<file path="config.mk">
export PLATFORM = sky130hd
export DESIGN_NAME = scu_uart
export DESIGN_NICKNAME = d
export VERILOG_FILES = /design/src/scu_uart.v /design/src/scu_fifo.v /design/src/scu_baud.v
export VERILOG_INCLUDE_DIRS = /design/src
export SDC_FILE = /design/constraint.sdc
export NUM_CORES = 1
export LEC_CHECK = 0
export ABC_CLOCK_PERIOD_IN_PS = 3750
export CAP_MARGIN = 30
export CORE_UTILIZATION = 50
export CTS_BUF_LIST = sky130_fd_sc_hd__clkbuf_4 sky130_fd_sc_hd__clkbuf_8
export CTS_CLUSTER_SIZE = 40
export DETAILED_ROUTE_END_ITERATION = 12
export DONT_BUFFER_PORTS = 1
export GPL_ROUTABILITY_DRIVEN = 0
export PLACE_DENSITY_LB_ADDON = 0.3
export SYNTH_ARGS = -nofsm -noshare
export SYNTH_HDL_FRONTEND = slang
export SYNTH_SLANG_ARGS = --single-unit
</file>
<file path="constraint.sdc">
create_clock -name i_clock -period 3.75 [get_ports i_clock]
set_input_delay 0.75 -clock i_clock [delete_from_list [all_inputs] [get_ports i_clock]]
set_output_delay 0.75 -clock i_clock [all_outputs]
set_load 0.005 [all_outputs]
</file>
<file path="src/scu_defines.vh">
// Constants for the serial controller UART block: register offsets, fields, encodings.
// Assumes a byte-addressed Avalon-MM slave with 32-bit data, one aligned word per register.
`ifndef SCU_DEFINES_VH
`define SCU_DEFINES_VH
// Printed offsets are register indices; byte address is four times the index.
`define SCU_IDX_DATA 16'h449e
`define SCU_IDX_MODE 16'h44aa
`define SCU_IDX_CFG 16'h44ae
`define SCU_IDX_PER 16'h44b4
`define SCU_IDX_FRAC 16'h44b6
`define SCU_ADDR_W 18
// Mode encodings.
`define SCU_MODE_OFF 2'h0
`define SCU_MODE_UART 2'h1
`define SCU_MODE_SPI 2'h2
`define SCU_MODE_I2C 2'h3
// Configuration field positions.
`define SCU_CFG_RTS 0
`define SCU_CFG_8BIT 1
`define SCU_CFG_2STP 2
`define SCU_CFG_PAR 3
`define SCU_CFG_ODD 4
`define SCU_CFG_FLOW 5
`define SCU_CFG_AUTO 6
`define SCU_CFG_W 7
// Reset values.
`define SCU_RST_MODE 2'h0
`define SCU_RST_CFG 7'h00
`define SCU_RST_PER 16'h0000
`define SCU_RST_FRAC 1'h0
`endif

</file>
<file path="src/scu_uart.v">
// Serial controller in UART mode: Avalon-MM registers, transmit and receive FIFOs,
// frame engine and request-to-send handshake.
// Assumes inputs synchronous to i_clock (the 24 MHz reference) and a 32-bit Avalon-MM master.
`include "scu_defines.vh"
// Behaviour
// - Mode field: 0 off, 1 UART, 2 SPI, 3 I2C.
// - Writing the data port pushes a byte onto the transmit FIFO.
// - Reading the data port pops the oldest receive byte.
// - Bit rate is reference divided by twice (N + F/2).
// - Fraction bit zero adds half a period unit.
// - Config bit six hands request-to-send to hardware.
// - Automatic mode deasserts request-to-send when one slot remains.
// - Automatic mode reasserts when more than one slot remains.
// - Software request bit ignored while automatic mode is on.
// - Software bit set drives output low; cleared drives it high.
// - Bit five enables handshake; cleared forces clear-to-send asserted.
// - Config bits four to one choose parity, stop bits and data width.
module scu_uart #(
   parameter FIFO_LOG2 = 2
) (
   input wire i_clock,
   input wire i_resetn,
   input wire [`SCU_ADDR_W-1:0] i_address,
   input wire i_read,
   input wire i_write,
   input wire [31:0] i_writedata,
   input wire [3:0] i_byteenable,
   output reg [31:0] o_readdata,
   output reg o_waitrequest,
   input wire i_rx,
   input wire i_clear_to_send_in_n,
   output reg o_tx,
   output reg o_ready_to_receive_n
);
   // Receive FIFO depth, used to turn the occupancy into free slots.
   localparam [FIFO_LOG2:0] RX_DEPTH = 1 << FIFO_LOG2;
   // Transmitter states.
   localparam TX_IDLE = 2'h0;
   localparam TX_SHIFT = 2'h1;
   localparam TX_STOP = 2'h2;
   // Receiver states.
   localparam RX_IDLE = 2'h0;
   localparam RX_SHIFT = 2'h1;
   localparam RX_STOP = 2'h2;

   // Software-visible registers.
   reg [1:0] mode_reg;
   reg [`SCU_CFG_W-1:0] cfg_reg;
   reg [15:0] per_reg;
   reg frac_reg;

   // Transmitter state.
   reg [1:0] tx_state_reg;
   reg [10:0] tx_shift_reg;
   reg [3:0] tx_bits_reg;
   reg tx_half_reg;

   // Receiver state.
   reg [1:0] rx_state_reg;
   reg [8:0] rx_shift_reg;
   reg [3:0] rx_bits_reg;
   reg [4:0] rx_half_reg;
   reg rx_push_reg;
   reg [7:0] rx_byte_reg;

   // Bus decode: word index, mode and byte lanes.
   wire [15:0] word_idx = i_address[`SCU_ADDR_W-1:2];
   wire uart_on = (mode_reg == `SCU_MODE_UART);
   wire lo_en = i_byteenable[0];
   wire hi_en = i_byteenable[1];

   // A request counts while waitrequest is high, so the answer cycle never takes it twice.
   wire req = (i_read || i_write) && o_waitrequest;

   // Links to the FIFOs and the baud generator.
   wire tick;
   wire [7:0] tx_fifo_data;
   wire tx_empty;
   wire [7:0] rx_fifo_data;
   wire rx_empty;
   wire rx_full;
   wire [FIFO_LOG2:0] rx_count;

   // Format and handshake fields.
   wire eight = cfg_reg[`SCU_CFG_8BIT];
   wire par_on = cfg_reg[`SCU_CFG_PAR];
   wire odd = cfg_reg[`SCU_CFG_ODD];
   wire two_stop = cfg_reg[`SCU_CFG_2STP];
   wire flow_on = cfg_reg[`SCU_CFG_FLOW];
   wire cts_ok = !flow_on || !i_clear_to_send_in_n;

   // Transmit byte, its parity and the data plus parity bit count.
   wire [7:0] tx_byte = eight ? tx_fifo_data : {1'b0, tx_fifo_data[6:0]};
   wire tx_par = ^tx_byte ^ odd;
   wire [3:0] data_bits = eight ? 4'h8 : 4'h7;
   wire [3:0] frame_bits = data_bits + {3'h0, par_on};

   // Frames start on a tick so that their bits line up with the baud grid.
   wire tx_start = uart_on && (tx_state_reg == TX_IDLE) && !tx_empty && cts_ok && tick;
   wire tx_pop = tx_start;

   // Data-port strobes; the FIFO connections gate them with the mode.
   wire bus_wr_data = req && i_write && (word_idx == `SCU_IDX_DATA) && lo_en;
   wire bus_rd_data = req && i_read && (word_idx == `SCU_IDX_DATA);

   // Free receive slots for the automatic request-to-send.
   wire [FIFO_LOG2:0] rx_room = RX_DEPTH - rx_count;

   // Transmit FIFO: filled by data-port writes, emptied outside UART mode.
   scu_fifo #(
      .WIDTH(8),
      .DEPTH_LOG2(FIFO_LOG2)
   ) u_tx_fifo (
      .i_clock(i_clock),
      .i_resetn(i_resetn),
      .i_clear(!uart_on),
      .i_push(bus_wr_data && uart_on),
      .i_data(i_writedata[7:0]),
      .i_pop(tx_pop),
      .o_data(tx_fifo_data),
      .o_empty(tx_empty),
      .o_full(),
      .o_count()
   );

   // Receive FIFO: filled by the receiver, drained by data-port reads.
   scu_fifo #(
      .WIDTH(8),
      .DEPTH_LOG2(FIFO_LOG2)
   ) u_rx_fifo (
      .i_clock(i_clock),
      .i_resetn(i_resetn),
      .i_clear(!uart_on),
      .i_push(rx_push_reg),
      .i_data(rx_byte_reg),
      .i_pop(bus_rd_data && uart_on),
      .o_data(rx_fifo_data),
      .o_empty(rx_empty),
      .o_full(rx_full),
      .o_count(rx_count)
   );

   // Half-bit tick source, held cleared outside UART mode.
   scu_baud u_baud (
      .i_clock(i_clock),
      .i_resetn(i_resetn),
      .i_run(uart_on),
      .i_period(per_reg),
      .i_frac(frac_reg),
      .o_tick(tick)
   );

   // Bus slave: every request is answered one cycle after it is seen.
   // Writes and reads are taken on that first edge; the master holds them through the answer.
   always @(posedge i_clock or negedge i_resetn) begin
      if (!i_resetn) begin
         o_waitrequest <= 1'b1;
         o_readdata <= 32'h00000000;
         mode_reg <= `SCU_RST_MODE;
         cfg_reg <= `SCU_RST_CFG;
         per_reg <= `SCU_RST_PER;
         frac_reg <= `SCU_RST_FRAC;
      end else begin
         // Waitrequest drops for the one cycle after a request, straight from this flop.
         o_waitrequest <= !req;
         if (req && i_write) begin
            case (word_idx)
               `SCU_IDX_MODE: begin
                  if (lo_en) begin
                     mode_reg <= i_writedata[1:0];
                  end
               end
               `SCU_IDX_CFG: begin
                  if (lo_en) begin
                     cfg_reg <= i_writedata[`SCU_CFG_W-1:0];
                  end
               end
               `SCU_IDX_PER: begin
                  if (lo_en) begin
                     per_reg[7:0] <= i_writedata[7:0];
                  end
                  if (hi_en) begin
                     per_reg[15:8] <= i_writedata[15:8];
                  end
               end
               `SCU_IDX_FRAC: begin
                  if (lo_en) begin
                     frac_reg <= i_writedata[0];
                  end
               end
               default: begin
               end
            endcase
         end
         if (req && i_read) begin
            case (word_idx)
               `SCU_IDX_DATA: o_readdata <= {24'h000000, (uart_on && !rx_empty) ? rx_fifo_data : 8'h00};
               `SCU_IDX_MODE: o_readdata <= {30'h00000000, mode_reg};
               `SCU_IDX_CFG: o_readdata <= {25'h0000000, cfg_reg};
               `SCU_IDX_PER: o_readdata <= {16'h0000, per_reg};
               `SCU_IDX_FRAC: o_readdata <= {31'h00000000, frac_reg};
               default: o_readdata <= 32'h00000000;
            endcase
         end
      end
   end

   // Transmitter: each bit lasts two half-bit ticks; frame built at start.
   // Leaving UART mode aborts a frame and parks the line high at once.
   always @(posedge i_clock or negedge i_resetn) begin
      if (!i_resetn) begin
         tx_state_reg <= TX_IDLE;
         tx_shift_reg <= 11'h7ff;
         tx_bits_reg <= 4'h0;
         tx_half_reg <= 1'b0;
         o_tx <= 1'b1;
      end else if (!uart_on) begin
         tx_state_reg <= TX_IDLE;
         tx_half_reg <= 1'b0;
         o_tx <= 1'b1;
      end else begin
         case (tx_state_reg)
            // Waits for a byte, a tick and clear-to-send.
            TX_IDLE: begin
               if (tx_start) begin
                  // Data LSB first, then parity if enabled, then stop ones.
                  tx_shift_reg <= par_on ? (eight ? {2'h3, tx_par, tx_byte} : {3'h7, tx_par, tx_byte[6:0]})
                     : (eight ? {3'h7, tx_byte} : {4'hf, tx_byte[6:0]});
                  tx_bits_reg <= frame_bits;
                  tx_half_reg <= 1'b0;
                  o_tx <= 1'b0;
                  tx_state_reg <= TX_SHIFT;
               end
            end
            // Every second tick ends a bit; after the last one the line goes high for the stops.
            TX_SHIFT: begin
               if (tick) begin
                  tx_half_reg <= ~tx_half_reg;
                  if (tx_half_reg) begin
                     o_tx <= tx_shift_reg[0];
                     tx_shift_reg <= {1'b1, tx_shift_reg[10:1]};
                     if (tx_bits_reg == 4'h0) begin
                        o_tx <= 1'b1;
                        tx_bits_reg <= two_stop ? 4'h1 : 4'h0;
                        tx_state_reg <= TX_STOP;
                     end else begin
                        tx_bits_reg <= tx_bits_reg - 4'h1;
                     end
                  end
               end
            end
            TX_STOP: begin
               // Idle is entered for the last half of the final stop bit, so a queued frame
               // starts on the next tick and every stop bit lasts exactly one bit time.
               if (tick) begin
                  tx_half_reg <= ~tx_half_reg;
                  if (tx_half_reg) begin
                     tx_bits_reg <= tx_bits_reg - 4'h1;
                  end else if (tx_bits_reg == 4'h0) begin
                     tx_state_reg <= TX_IDLE;
                  end
               end
            end
            default: tx_state_reg <= TX_IDLE;
         endcase
      end
   end

   // Receiver: samples mid-bit, discards the frame on a low stop bit or full FIFO.
   // Parity is not checked; a start is seen on the first tick that finds the line low.
   always @(posedge i_clock or negedge i_resetn) begin
      if (!i_resetn) begin
         rx_state_reg <= RX_IDLE;
         rx_shift_reg <= 9'h000;
         rx_bits_reg <= 4'h0;
         rx_half_reg <= 5'h00;
         rx_push_reg <= 1'b0;
         rx_byte_reg <= 8'h00;
      end else begin
         rx_push_reg <= 1'b0;
         if (!uart_on) begin
            rx_state_reg <= RX_IDLE;
         end else begin
            case (rx_state_reg)
               RX_IDLE: begin
                  if (tick && !i_rx) begin
                     rx_half_reg <= 5'h01; // Middle of start bit is one tick on.
                     rx_bits_reg <= frame_bits;
                     rx_state_reg <= RX_SHIFT;
                  end
               end
               // Alternate ticks: skip the bit edge, then sample the bit middle.
               RX_SHIFT: begin
                  if (tick) begin
                     if (rx_half_reg == 5'h01) begin
                        rx_half_reg <= 5'h00;
                     end else begin
                        rx_half_reg <= 5'h01;
                        rx_shift_reg <= {i_rx, rx_shift_reg[8:1]};
                        if (rx_bits_reg == 4'h1) begin
                           rx_state_reg <= RX_STOP;
                        end
                        rx_bits_reg <= rx_bits_reg - 4'h1;
                     end
                  end
               end
               // The stop bit is sampled in its middle; a low one drops the frame.
               RX_STOP: begin
                  if (tick) begin
                     if (rx_half_reg == 5'h01) begin
                        rx_half_reg <= 5'h00;
                     end else begin
                        rx_state_reg <= RX_IDLE;
                        rx_push_reg <= i_rx && !rx_full;
                        // Realign the left-justified frame to the data bits.
                        case ({eight, par_on})
                           2'b11: rx_byte_reg <= rx_shift_reg[7:0];
                           2'b10: rx_byte_reg <= rx_shift_reg[8:1];
                           2'b01: rx_byte_reg <= {1'b0, rx_shift_reg[7:1]};
                           default: rx_byte_reg <= {1'b0, rx_shift_reg[8:2]};
                        endcase
                     end
                  end
               end
               default: rx_state_reg <= RX_IDLE;
            endcase
         end
      end
   end

   // Request-to-send: hardware watches receive room when automatic, else follows software.
   // Without handshake or outside UART mode it stays high, so the partner holds off.
   always @(posedge i_clock or negedge i_resetn) begin
      if (!i_resetn) begin
         o_ready_to_receive_n <= 1'b1;
      end else if (!flow_on || !uart_on) begin
         o_ready_to_receive_n <= 1'b1;
      end else if (cfg_reg[`SCU_CFG_AUTO]) begin
         if (rx_room <= {{FIFO_LOG2{1'b0}}, 1'b1}) begin
            o_ready_to_receive_n <= 1'b1;
         end else begin
            o_ready_to_receive_n <= 1'b0;
         end
      end else begin
         o_ready_to_receive_n <= ~cfg_reg[`SCU_CFG_RTS];
      end
   end
endmodule

</file>
<file path="src/scu_fifo.v">
// Synchronous byte FIFO used for both the transmit and receive directions.
// Assumes one clock; push when full is ignored unless a pop comes in the same cycle, and pop when empty is ignored.
`include "scu_defines.vh"
module scu_fifo #(
   parameter WIDTH = 8,
   parameter DEPTH_LOG2 = 2
) (
   input wire i_clock,
   input wire i_resetn,
   input wire i_clear,
   input wire i_push,
   input wire [WIDTH-1:0] i_data,
   input wire i_pop,
   output wire [WIDTH-1:0] o_data,
   output wire o_empty,
   output wire o_full,
   output wire [DEPTH_LOG2:0] o_count
);
   localparam DEPTH = 1 << DEPTH_LOG2;
   reg [WIDTH-1:0] mem [0:DEPTH-1];
   reg [DEPTH_LOG2-1:0] wr_reg;
   reg [DEPTH_LOG2-1:0] rd_reg;
   reg [DEPTH_LOG2:0] count_reg;
   wire do_push = i_push && (count_reg != DEPTH[DEPTH_LOG2:0] || i_pop);
   wire do_pop = i_pop && (count_reg != {(DEPTH_LOG2+1){1'b0}});

   // Storage array is written without reset.
   always @(posedge i_clock) begin
      if (do_push) begin
         mem[wr_reg] <= i_data;
      end
   end

   // Pointers and occupancy count.
   always @(posedge i_clock or negedge i_resetn) begin
      if (!i_resetn) begin
         wr_reg <= {DEPTH_LOG2{1'b0}};
         rd_reg <= {DEPTH_LOG2{1'b0}};
         count_reg <= {(DEPTH_LOG2+1){1'b0}};
      end else if (i_clear) begin
         wr_reg <= {DEPTH_LOG2{1'b0}};
         rd_reg <= {DEPTH_LOG2{1'b0}};
         count_reg <= {(DEPTH_LOG2+1){1'b0}};
      end else begin
         if (do_push) begin
            wr_reg <= wr_reg + 1'b1;
         end
         if (do_pop) begin
            rd_reg <= rd_reg + 1'b1;
         end
         if (do_push && !do_pop) begin
            count_reg <= count_reg + 1'b1;
         end else if (do_pop && !do_push) begin
            count_reg <= count_reg - 1'b1;
         end
      end
   end

   assign o_data = mem[rd_reg];
   assign o_empty = (count_reg == {(DEPTH_LOG2+1){1'b0}});
   assign o_full = (count_reg == DEPTH[DEPTH_LOG2:0]);
   assign o_count = count_reg;
endmodule

</file>
<file path="src/scu_baud.v">
// Half-bit tick generator: one tick every N+0.5*F reference cycles, alternating rounding.
// Assumes the system clock is the 24 MHz reference the rate equation names.
`include "scu_defines.vh"
module scu_baud (
   input wire i_clock,
   input wire i_resetn,
   input wire i_run,
   input wire [15:0] i_period,
   input wire i_frac,
   output reg o_tick
);
   reg [15:0] cnt_reg;
   reg half_reg;
   // Fraction adds one cycle on every other half-bit, giving N+F/2 on average.
   wire [16:0] limit = {1'b0, i_period} + {16'h0000, (i_frac & half_reg)};

   // Counts reference cycles and pulses at each half-bit boundary.
   always @(posedge i_clock or negedge i_resetn) begin
      if (!i_resetn) begin
         cnt_reg <= 16'h0000;
         half_reg <= 1'b0;
         o_tick <= 1'b0;
      end else if (!i_run) begin
         cnt_reg <= 16'h0000;
         half_reg <= 1'b0;
         o_tick <= 1'b0;
      end else if ({1'b0, cnt_reg} + 17'h00001 >= limit) begin
         cnt_reg <= 16'h0000;
         half_reg <= ~half_reg;
         o_tick <= 1'b1;
      end else begin
         cnt_reg <= cnt_reg + 16'h0001;
         o_tick <= 1'b0;
      end
   end
endmodule

</file>
=== After elaboration in Yosys (flattened, before gate mapping) ===
Memory sizes are Yosys's and may differ from the RTL's.
Index checks and enable logic that the tools add are counted.

* Register bits after elaboration: 140
* Bits in writable memories: 64
* Output and inout bits: 35
* Logic and storage cells: 259
* Memories: 2

{| class="wikitable"
|+ Memories
! memory !! words !! bits a word !! read ports !! clocked after memory_dff !! wr ports !! line !! RTL
|-
| u_rx_fifo.mem || 4 || 8 || 1 || 0 || 1 || scu_fifo.v:20 || <nowiki>reg [WIDTH-1:0] mem [0:DEPTH-1];</nowiki>
|-
| u_tx_fifo.mem || 4 || 8 || 1 || 0 || 1 || scu_fifo.v:20 ||
|}

* Add/sub/neg operators: 15
* $lt $le $gt $ge: 2
* Equality and inequality tests: 51
* Mux-type cells: 87
* Bitwise operators: 6
* Reductions and logical operators: 68

{| class="wikitable"
|+ Operators with widths
! operator !! number
|-
| equality test 16 x 15 -> 1 bit (second input constant) || 5
|-
| one-hot mux 16 bit (5 select lines) || 1
|-
| inequality test 3 bit (second input constant) || 20
|-
| two-way mux 2 bit || 23
|-
| two-way mux 4 bit || 10
|-
| two-way mux 11 bit || 3
|-
| two-way mux 16 bit || 2
|-
| two-way mux 1 bit || 24
|-
| two-way mux 8 bit || 3
|-
| one-hot mux 8 bit (3 select lines) || 1
|-
| logical AND 1 bit || 23
|-
| one-hot mux 11 bit (2 select lines) || 1
|-
| two-way mux 5 bit || 4
|-
| inequality test 2 bit (second input constant) || 10
|-
| two-way mux 3 bit || 6
|-
| two-way mux 9 bit || 2
|-
| AND reduction 3 bit || 6
|-
| adder 16 x 1 -> 17 bit || 1
|-
| adder 16 x 1 -> 17 bit (second input constant) || 1
|-
| greater-or-equal comparator 17 bit || 1
|-
| adder 16 x 1 -> 16 bit (second input constant) || 1
|-
| one-hot mux 5 bit (3 select lines) || 1
|-
| AND reduction 7 bit || 2
|-
| logical NOT 1 bit || 12
|-
| other kinds (31) || 66
|}

=== Logic depth before layout (Yosys ltp) ===
Gate-level depths: netlist of the first run.

* Depth in word-level cells: 12
* Gate-level depth with buffers: 15
* Mapped depth without buffers: 14

=== Cells and area by module ===
A second synthesis of the first run with hierarchy kept.

* Cells, all modules: 824
* Area total of the unflattened synthesis: 9745.6 um^2

{| class="wikitable"
|+ By module, submodules not included
! module !! instances !! cells each !! area an instance (um^2) !! sequential area each (um^2)
|-
| scu_uart || 1 || 444 || 4674.5 || 2167.1
|-
| scu_fifo at u_tx_fifo || 1 || 105 || 1760.4 || 1136.1
|-
| scu_fifo at u_rx_fifo || 1 || 108 || 1746.7 || 1136.1
|-
| scu_baud || 1 || 167 || 1564.0 || 450.4
|}

=== Worst setup path after synthesis of the first run ===
Ideal clock, no wire load.

* Path type: in2reg
* Start point: input i_address[2]
* End point: register u_rx_fifo.count_reg[2], in the netlist u_rx_fifo.o_count[2]
* Setup time: 0.078 ns
* Data arrival time: 3.764 ns
* Data required time: 3.672 ns
* Path slack: -0.092 ns
* Stages: 10
* Cells stage by stage: or4b_4 or4_4 or4_4 nor2_4 nand2_1 ha_1 fa_1 xnor2_1 or3_1 a21oi_1

* Cells in the longest elaborated chain, start to end: 8
* Elaborated cells on any way between the ends: 13

{| class="wikitable"
|+ Ends and longest elaborated chain
! what !! line !! RTL
|-
| from (decl) || scu_uart.v:23 || <nowiki>input wire [`SCU_ADDR_W-1:0] i_address,</nowiki>
|-
| equality test 16 x 15 -> 1 bit (*) || n/a ||
|-
| logical AND 1 bit (*) || scu_uart.v:104 || <nowiki>wire bus_rd_data = req && i_read && (word_idx == `SCU_IDX_DATA);</nowiki>
|-
| logical AND 1 bit (*) || scu_uart.v:136 || <nowiki>.i_pop(bus_rd_data && uart_on),</nowiki>
|-
| logical OR 1 bit or logical AND 1 bit (tied branches) || scu_fifo.v:24, scu_fifo.v:25 ||
|-
| logical AND 1 bit or logical NOT 1 bit (tied branches) || scu_fifo.v:24, scu_fifo.v:51 ||
|-
| logical NOT 1 bit or logical AND 1 bit (tied branches) || scu_fifo.v:53, scu_fifo.v:51 ||
|-
| logical AND 1 bit or two-way mux 3 bit (tied branches) || scu_fifo.v:53, scu_fifo.v:51 ||
|-
| inequality test 3 bit (no line) or two-way mux 3 bit (tied branches) || n/a ||
|-
| to (signal assigned) || scu_fifo.v:39 || <nowiki>count_reg <= {(DEPTH_LOG2+1){1'b0}};</nowiki>
|-
| to (signal assigned) || scu_fifo.v:52 || <nowiki>count_reg <= count_reg + 1'b1;</nowiki>
|-
| to (signal assigned) || scu_fifo.v:54 || <nowiki>count_reg <= count_reg - 1'b1;</nowiki>
|-
| to (decl) || scu_fifo.v:23 || <nowiki>reg [DEPTH_LOG2:0] count_reg;</nowiki>
|}

Every way passes the cells marked *; elsewhere a longest branch is shown, timed or not.
A chain may end at the register's enable or synchronous reset.

=== Worst setup path after layout of the first run ===
* Start point: register frac_reg
* End point: register u_baud.cnt_reg[6]

* Cells in the longest elaborated chain, start to end: 5

{| class="wikitable"
|+ Ends and longest elaborated chain
! what !! line !! RTL
|-
| from (decl) || scu_uart.v:50 || <nowiki>reg frac_reg;</nowiki>
|-
| from (signal assigned) || scu_uart.v:162 || <nowiki>frac_reg <= `SCU_RST_FRAC;</nowiki>
|-
| from (signal assigned) || scu_uart.v:188 || <nowiki>frac_reg <= i_writedata[0];</nowiki>
|-
| bitwise AND 1 bit || scu_baud.v:15 || <nowiki>wire [16:0] limit = {1'b0, i_period} + {16'h0000, (i_frac & half_reg)};</nowiki>
|-
| adder 16 x 1 -> 17 bit || scu_baud.v:15 ||
|-
| greater-or-equal comparator 17 bit || scu_baud.v:27 || <nowiki>end else if ({1'b0, cnt_reg} + 17'h00001 >= limit) begin</nowiki>
|-
| two-way mux 16 bit || scu_baud.v:27 ||
|-
| two-way mux 16 bit || scu_baud.v:23 || <nowiki>end else if (!i_run) begin</nowiki>
|-
| to (signal assigned) || scu_baud.v:32 || <nowiki>cnt_reg <= cnt_reg + 16'h0001;</nowiki>
|-
| to (decl) || scu_baud.v:12 || <nowiki>reg [15:0] cnt_reg;</nowiki>
|}

No other way between the ends.

==> impl_metrics.toml, run 1 <==
[run_status]
outcome = "completed"

[timing]
tightest_slew_ns = 0.740
setup_slack_ns = 0.373
final-max-slew-violation-count = 0
skew_ns = 0.0128
min_period_ns = 3.38
rsz0062_at_grt = "no"
slew_headroom_pct = 50.3
max_freq_ghz = 0.296
period_share_pct = 90.0
finalHoldViolCount = 0
finalSetupViolations = 0

[hold_path]
hp-class = "input pin to async pin"

[die]
pin_count = 95
die-area_mm2 = 0.0187
core_mm2 = 0.0175
initial_core_util_pct = 51.9
fp-row-count = 48
die_y_um = 137
die_width_um = 137

[final_layout]
reg_top3 = "u_rx_fifo.mem (32), u_tx_fifo.mem (32)"
final_area_mm2 = 0.00978
drive_gt1_share_pct = 16.0
multi_input_comb_area_mm2 = 0.00393
nets = 904
regArea_mm2 = 0.00489
n_fill_cell = 1408
area_delta_synth_final_pct = 7.85

[cts]
cts_inserted_buffers = 17
path_clk_slew_ns = 0.10
h-tree-depth = 4
post_cts_buffers = 0
cts_max_path_buffers = 2
hold_buffers = 1
cts_tree = "yes"
clk_latency_ns = 0.47
root_buffer = "clkbuf_8"
clkSinkCount = 182
cts_resized = 0

[synth]
synth_seq_cells = 182
postSynthAreaPerCell_um2 = 11.7
syn_area_mm2 = 0.00906
yosys_most_used_dff = "dfrtp_1"
synth_edf_count = 64
async_flop_share_pct = 64.8
yosysSeqAreaShare_pct = 53.9
synth_cells = 778
yosys_warnings = 0
yosysUniqueCellTypes = 58

[place]
port_buffers = 0
dp_hpwl_mm = 13.9
placed_cell_area_mm2 = 0.00939
dp_slack_ns = -0.0710

[grt]
antenna_found_initial = 2
track_usage_pct = 22.0
overflow = 0
first_global_vias = 5912
grt_start_max_net_pins = 107
grt_pass1_wl_mm = 30.4

[worst_setup_path]
crit_path_start_kind = "register"
worst_ep_required_time_ns = 4.14
crit_path_end_kind = "register"
path_class = "register to register"
crit_path_max_fanout = 15
reg2reg_depth = 14
critPathArrivalTime_ns = 3.77

[job]
maxCapViolations = 0

[detailed_routing]
drtIter0Drc = 402
vias_per_cell = 5.68
wl_per_cell_um = 18.6
drc = 0
drt_pass1_iterations = 6
vias = 5873
postRouteAntennaNets = 0
wl_mm = 19.2

[pwr]
p_leak_nw = 4.10
p_per_area_mw_per_mm2 = 342
total_power_w = 0.00334
peakVddDrop_mv = 0.280
[cell usage after synthesis, types with 16 or more instances]
master / n / share of area [%]
clkbuf_1: 23 / 0.95
inv_1: 28 / 1.2
ha_1: 47 / 6.5
nand3_1: 29 / 1.6
nand2_1: 80 / 3.3
o21ai_0: 32 / 1.8
a21oi_1: 28 / 1.5
nor2b_1: 21 / 1.4
mux4_2: 16 / 4.0
dfrtp_1: 106 / 29
mux2_2: 32 / 4.0
edfxtp_1: 64 / 21
xnor2_1: 31 / 3.0
nor2_1: 58 / 2.4
buf_4: 16 / 1.3
[metal layers]
| layer | track usage (%) | routed length, um |
|---|---|---|
| met3 | 5.74 | 993 |
| met4 | 9.63 | 560 |
| met5 | 0 | 13 |
| met2 | 35.6 | 9460 |
| met1 | 27.8 | 8150 |
[cells by family (layout without fill, tap and decap cells)]
group / count (synthesis) / in the layout / synth area share (%)
other cells: 1 / 17 / 0.0414
mux: 56 / 56 / 8.83
flops: 182 / 182 / 53.9
buf+inv: 69 / 84 / 3.53
simple gates: 260 / 260 / 14.2
xor+xnor: 44 / 44 / 4.25
fa+ha+maj: 49 / 49 / 6.93
compound gates: 117 / 117 / 8.31
[power by group]
| part | internal [W] | switching, W | leakage, nW |
|---|---|---|---|
| Clock | 0.000484 | 0.000746 | 0.181 |
| Sequential | 0.00205 | 0.00000261 | 2.20 |
| Combinational | 0.0000125 | 0.0000411 | 1.72 |
| Total | 0.00255 | 0.000790 | 4.10 |
[critical path, stage by stage, from the launching register on]
cell and delay (ns):
dfrtp_1 0.37, and2_1 0.14, ha_1 0.18, ha_1 0.22
nand4_1 0.18, nor3_1 0.35, nand2_1 0.10, nor2_1 0.16
xnor2_1 0.14, ha_1 0.26, a21o_1 0.18, a21o_1 0.17
a21o_1 0.19, a211o_1 0.48, nor2b_1 0.19
[cell type report]
class                   instances  share of cell area [%]
flip-flops and latches        182                    50.0
multi-input cells             542                    40.2
well taps                     225                    2.88
clock buffers                  18                    2.47
repair buffers                 24                    2.18
clock inverters                14                    1.18
inverters                      28                    1.07
diodes                          1                  0.0256
[cell usage in the layout (no fill, tap or decap), types with 3 or more instances in the layout]
master | Yosys | final
a21o_1 | 10 | 10
a21oi_1 | 28 | 28
a222oi_1 | 5 | 5
a22oi_1 | 9 | 9
a31oi_1 | 9 | 9
and2_1 | 7 | 7
and3_1 | 12 | 12
buf_4 | 16 | 22
clkbuf_8 | 0 | 17
conb_1 | 1 | 16
dfrtp_1 | 106 | 106
dfstp_2 | 12 | 12
edfxtp_1 | 64 | 64
ha_1 | 47 | 46
inv_1 | 28 | 28
inv_6 | 0 | 4
inv_8 | 0 | 3
mux2_2 | 32 | 32
mux2i_1 | 8 | 8
mux4_2 | 16 | 16
nand2_1 | 80 | 79
nand2b_1 | 10 | 10
nand3_1 | 29 | 29
nand4_1 | 6 | 6
nor2_1 | 58 | 58
nor2b_1 | 21 | 21
nor3_1 | 12 | 12
nor3b_1 | 5 | 5
nor4_1 | 3 | 3
o21ai_0 | 32 | 32
o22ai_1 | 4 | 4
or3_1 | 3 | 3
xnor2_1 | 31 | 31
xor2_1 | 13 | 13
[final timing paths]
| check | from | endpoint | slack (ns) |
|---|---|---|---|
| min | i_resetn | o_waitrequest$_DFF_PN1_ | 0.11 |
| max reg2reg | frac_reg$_DFFE_PN0P_ | u_baud.cnt_reg[6]$_DFF_PN0_ | 0.37 |
| min in group i_clock | i_read | o_waitrequest$_DFF_PN1_ | 0.35 |
| min reg2reg | tx_shift_reg[7]$_DFFE_PN1P_ | tx_shift_reg[6]$_DFFE_PN1P_ | 0.49 |
| max in group asynchronous | i_resetn | rx_shift_reg[8]$_DFFE_PN0P_ | 3.13 |
| max | frac_reg$_DFFE_PN0P_ | u_baud.cnt_reg[6]$_DFF_PN0_ | 0.37 |
[stage by stage]
stage	hold WS, ns	cells	util [%]	setup TNS, ns
3_3_place_gp	0.463	1000	53.7	-0.0296
5_1_grt	0.0642	1033	55.9	0
2_1_floorplan	0.448	793	-	-0.0851
6_report	0.112	1034	55.9	0
3_5_place_dp	0.462	1000	53.7	-0.116
4_1_cts	0.0792	1033	55.9	0
Note: power is estimated with default switching activity, not from simulation.
==> run 2, diff against run 1 <==
--- a/config.mk
+++ b/config.mk
@@ -8,6 +8,8 @@
 export LEC_CHECK = 0
 export ABC_CLOCK_PERIOD_IN_PS = 3750
 export CAP_MARGIN = 30
+export CELL_PAD_IN_SITES_DETAIL_PLACEMENT = 1
+export CELL_PAD_IN_SITES_GLOBAL_PLACEMENT = 1
 export CORE_UTILIZATION = 50
 export CTS_BUF_LIST = sky130_fd_sc_hd__clkbuf_4 sky130_fd_sc_hd__clkbuf_8
 export CTS_CLUSTER_SIZE = 40
==> impl_metrics.toml, run 2 (same netlist as run 1, synthesis figures left out) <==
[die]
die_y_um = 137
pin_count = 95
die-area_mm2 = 0.0187
core_mm2 = 0.0175
fp-row-count = 48
die_width_um = 137
initial_core_util_pct = 51.9

[final_layout]
stdcell_count = 1030
reg_top3 = "u_rx_fifo.mem (32), u_tx_fifo.mem (32)"
layout_commonest_cell = "dfrtp_1"
nets = 901
layout_common_cells = "dfrtp_1, nand2_1, edfxtp_1, nor2_1, ha_1"
drive_gt1_share_pct = 15.8
area_delta_synth_final_pct = 8.64
n_fill_cell = 1809
antenna-diode-count = 0

[detailed_routing]
wl_mm = 21.6
wl_per_cell_um = 21.0
postRouteAntennaNets = 0
drt_pass1_iterations = 5
drtIter0Drc = 307
drc = 0
vias = 6026
vias_per_cell = 5.85

[cts]
cts_max_path_buffers = 2
clk_latency_ns = 0.49
root_buffer = "clkbuf_8"
cts_resized = 0
clkSinkCount = 182
cts_inserted_buffers = 17
h-tree-depth = 4
path_clk_slew_ns = 0.12
cts_tree = "yes"

[worst_setup_path]
critPathArrivalTime_ns = 3.83
crit_path_end_kind = "register"
path_class = "register to register"
critPathSlowestCell = "a211o_1"
max_stage_delay_ns = 0.46
crit_path_start_kind = "register"
crit_path_max_fanout = 15
worst_ep_required_time_ns = 4.16
path_cells = "and2_1, ha_1, ha_1, nand4_1, nor3_1, nand2_1, nor2_1, xnor2_1, ha_1, a21o_1, a21o_1, a21o_1, a211o_1, nor2b_1"

[timing]
holdWs_ns = 0.0886
period_share_pct = 91.2
rsz0062_at_grt = "no"
tightest_slew_ns = 0.750
finalHoldViolCount = 0
skew_ns = 0.0151
final-max-slew-violation-count = 0
max_freq_ghz = 0.292
slew_headroom_pct = 49.6
min_period_ns = 3.42
finalSetupViolations = 0
setup_slack_ns = 0.328

[pwr]
peakVddDrop_mv = 0.279
p_leak_nw = 4.13
total_power_w = 0.00353
p_per_area_mw_per_mm2 = 358

[place]
dpl.cell_count = 997
dp_slack_ns = -0.143
dp_hpwl_mm = 15.7
port_buffers = 0

[grt]
overflow = 0
grt_pass1_wl_mm = 34.3
first_global_vias = 6413
antenna_found_initial = 0
track_usage_pct = 24.7
grt_start_max_net_pins = 107

[run_status]
outcome = "completed"

[hold_path]
hp-class = "input pin to async pin"

[job]
maxCapViolations = 0
[run 2: worst paths after layout]
check,from,end,slack (ns),depth (start not counted)
worst min-delay path,i_resetn,tx_shift_reg[3]$_DFFE_PN1P_,0.09,0
worst max-delay path,u_baud.half_reg$_DFFE_PN0P_,u_baud.cnt_reg[7]$_DFF_PN0_,0.33,14
max in group asynchronous,i_resetn,u_baud.cnt_reg[9]$_DFF_PN0_,3.12,1
worst max register to register,u_baud.half_reg$_DFFE_PN0P_,u_baud.cnt_reg[7]$_DFF_PN0_,0.33,14
worst min register to register,tx_shift_reg[7]$_DFFE_PN1P_,tx_shift_reg[6]$_DFFE_PN1P_,0.50,2
min in group i_clock,i_read,o_waitrequest$_DFF_PN1_,0.31,1
[run 2: worst max-delay path, delay by kind of cell (launching register included)]
family | cells | cell delay (ns)
compound gates | 4 | 1.00
simple gates | 6 | 1.17
flops | 1 | 0.39
fa+ha+maj | 3 | 0.66
xor+xnor | 1 | 0.14
[run 2: repair_timing]
item / CTS / global route
endpoints found under the hold margin: 106 / 0
hold buffers: 1 / 0
setup buffers: 0 / 0
[run 2: power breakdown]
group	internal [W]	switching [W]	leakage (nW)
Sequential	0.00205	0.00000313	2.20
Clock	0.000535	0.000884	0.217
Combinational	0.0000113	0.0000418	1.70
[run 2: through the flow]
stage	area, um^2	utilization [%]	setup TNS, ns
2_1_floorplan	9140	-	-0.0851
3_3_place_gp	9380	53.7	-0.0530
3_5_place_dp	9380	53.7	-0.222
4_1_cts	9850	56.4	0
5_1_grt	9850	56.4	0
6_report	9850	56.4	0
[run 2: cell type report]
cell class              count  area (um^2)  share of cell area (%)
well taps                 225          282                    2.86
multi-input cells         542         3930                    39.9
inverters                  28          105                    1.07
flip-flops and latches    182         4890                    49.7
clock buffers              17          234                    2.38
repair buffers             21          203                    2.06
clock inverters            15          206                    2.10
[run 2: metal layers]
layer | routed length [um] | vias up | GRT usage (%)
li1 | - | 2769 | -
met3 | 812 | 24 | 4.93
met5 | 0 | - | 0
met2 | 11600 | 100 | 44.3
met4 | 368 | 0 | 7.53
met1 | 8860 | 3133 | 29.8
==> run 3, diff against run 2 <==
--- a/config.mk
+++ b/config.mk
@@ -10,13 +10,13 @@
 export CAP_MARGIN = 30
 export CELL_PAD_IN_SITES_DETAIL_PLACEMENT = 1
 export CELL_PAD_IN_SITES_GLOBAL_PLACEMENT = 1
-export CORE_UTILIZATION = 50
+export CORE_UTILIZATION = 45
 export CTS_BUF_LIST = sky130_fd_sc_hd__clkbuf_4 sky130_fd_sc_hd__clkbuf_8
 export CTS_CLUSTER_SIZE = 40
 export DETAILED_ROUTE_END_ITERATION = 12
 export DONT_BUFFER_PORTS = 1
 export GPL_ROUTABILITY_DRIVEN = 0
-export PLACE_DENSITY_LB_ADDON = 0.3
+export PLACE_DENSITY_LB_ADDON = 0.08
 export SYNTH_ARGS = -nofsm -noshare
 export SYNTH_HDL_FRONTEND = slang
 export SYNTH_SLANG_ARGS = --single-unit
==> impl_metrics.toml, run 3 (same netlist as run 1, synthesis figures left out) <==
[run_status]
outcome = "completed"

[timing]
max_freq_ghz = 0.298
final-max-slew-violation-count = 0
slew_headroom_pct = 48.0
period_share_pct = 89.4
tightest_slew_ns = 0.774
finalSetupViolations = 0
setup_tns_ns = 0
skew_ns = 0.0169
rsz0062_at_grt = "no"
min_period_ns = 3.35
finalHoldViolCount = 0

[place]
dp_hpwl_mm = 15.8
port_buffers = 0
dpl.cell_count = 1042

[detailed_routing]
vias_per_cell = 5.51
drc = 0
wl_per_cell_um = 20.1
drtIter0Drc = 270
drt_pass1_iterations = 6
postRouteAntennaNets = 0
wl_mm = 21.6
vias = 5931

[grt]
antenna_found_initial = 2
grt_start_max_net_pins = 107
track_usage_pct = 22.4
first_global_vias = 6288
overflow = 0
grt_pass1_wl_mm = 34.5

[die]
die-area_mm2 = 0.0207
pin_count = 95
core_mm2 = 0.0196
initial_core_util_pct = 46.3
fp-row-count = 51
die_width_um = 144
die_y_um = 144

[cts]
cts_resized = 0
hold_buffers = 1
post_cts_buffers = 0
path_clk_slew_ns = 0.12
root_buffer = "clkbuf_8"
h-tree-depth = 4
cts_max_path_buffers = 2
cts_tree = "yes"
clk_latency_ns = 0.48
cts_inserted_buffers = 17
clkSinkCount = 182

[final_layout]
drive_gt1_share_pct = 16.3
layout_common_cells = "dfrtp_1, nand2_1, edfxtp_1, nor2_1, ha_1"
reg_top3 = "u_rx_fifo.mem (32), u_tx_fifo.mem (32)"
layout_commonest_cell = "dfrtp_1"
nets = 906
n_fill_cell = 2091
final_core_util_pct = 50.8
area_delta_synth_final_pct = 9.72
stdcell_count = 1076

[worst_setup_path]
crit_path_max_fanout = 3
worst_ep_required_time_ns = 4.14
crit_path_end_kind = "register"
critPathArrivalTime_ns = 3.74
path_class = "input pin to register"
crit_path_start_kind = "input pin"

[job]
maxCapViolations = 0

[hold_path]
hp-class = "input pin to async pin"

[pwr]
peakVddDrop_mv = 0.234
p_leak_nw = 4.15
total_power_w = 0.00350
p_per_area_mw_per_mm2 = 351
==> run 3: cell count changes in the layout (fill, tap and decap cells not counted), sizes merged <==
cell    before  now
buf         21   26
clkinv       6    5
diode        0    1
inv         37   38
==> run 3: worst paths after layout <==
check | to | slack [ns] | cells past startpoint | startpoint
max in group asynchronous | rx_state_reg[1]$_DFFE_PN0P_ | 3.10 | 1 | i_resetn
worst min-delay path | tx_shift_reg[5]$_DFFE_PN1P_ | 0.09 | 0 | i_resetn
worst min register to register | tx_shift_reg[6]$_DFFE_PN1P_ | 0.50 | 2 | tx_shift_reg[7]$_DFFE_PN1P_
worst max register to register | u_baud.cnt_reg[14]$_DFF_PN0_ | 0.46 | 14 | frac_reg$_DFFE_PN0P_
worst max-delay path | u_tx_fifo.o_count[2]$_DFFE_PN0P_ | 0.40 | 9 | i_address[2]
min in group i_clock | o_waitrequest$_DFF_PN1_ | 0.33 | 1 | i_read
==> run 3: where the power goes <==
part           internal (W)  leakage [nW]  switching (W)
Clock              0.000526         0.212       0.000857
Combinational     0.0000125          1.74      0.0000418
Sequential          0.00205          2.20     0.00000299
Total               0.00259          4.15       0.000902
==> run 3: final cells by class <==
cell class / instances / area, um^2 / share of cell area, %
clock inverters: 15 / 189 / 1.90
diodes: 1 / 2.50 / 0.0252
clock buffers: 17 / 234 / 2.35
multi-input cells: 542 / 3930 / 39.5
repair buffers: 26 / 265 / 2.67
flip-flops and latches: 182 / 4890 / 49.2
inverters: 28 / 105 / 1.06
well taps: 265 / 332 / 3.33
==> run 3: critical path, stage by stage <==
cell and delay [ns]:
or4b_4 0.52, or4_4 0.52, or4_4 0.61, a311oi_4 0.30, ha_1 0.25, fa_1 0.20
xnor2_1 0.08, or3_1 0.32, a21oi_1 0.19
==> run 3: per-layer routing <==
| metal | GRT usage (%) | up-vias | share of wire [%] |
|---|---|---|---|
| li1 | - | 2777 | - |
| met1 | 28.2 | 3057 | 42 |
| met4 | 6.89 | 2 | 1.4 |
| met3 | 4.97 | 19 | 4.0 |
| met5 | 0 | - | 0.060 |
| met2 | 38.4 | 76 | 53 |
==> run 3: per-stage QoR <==
step	hold slack (ns)	setup WS [ns]	cell area (um^2)
6_report	0.0932	0.399	9950
2_1_floorplan	0.448	-0.0814	9140
3_5_place_dp	0.461	-0.0592	9490
5_1_grt	0.0435	0.145	9950
3_3_place_gp	0.463	-0.0210	9490
4_1_cts	0.0618	0.407	9940
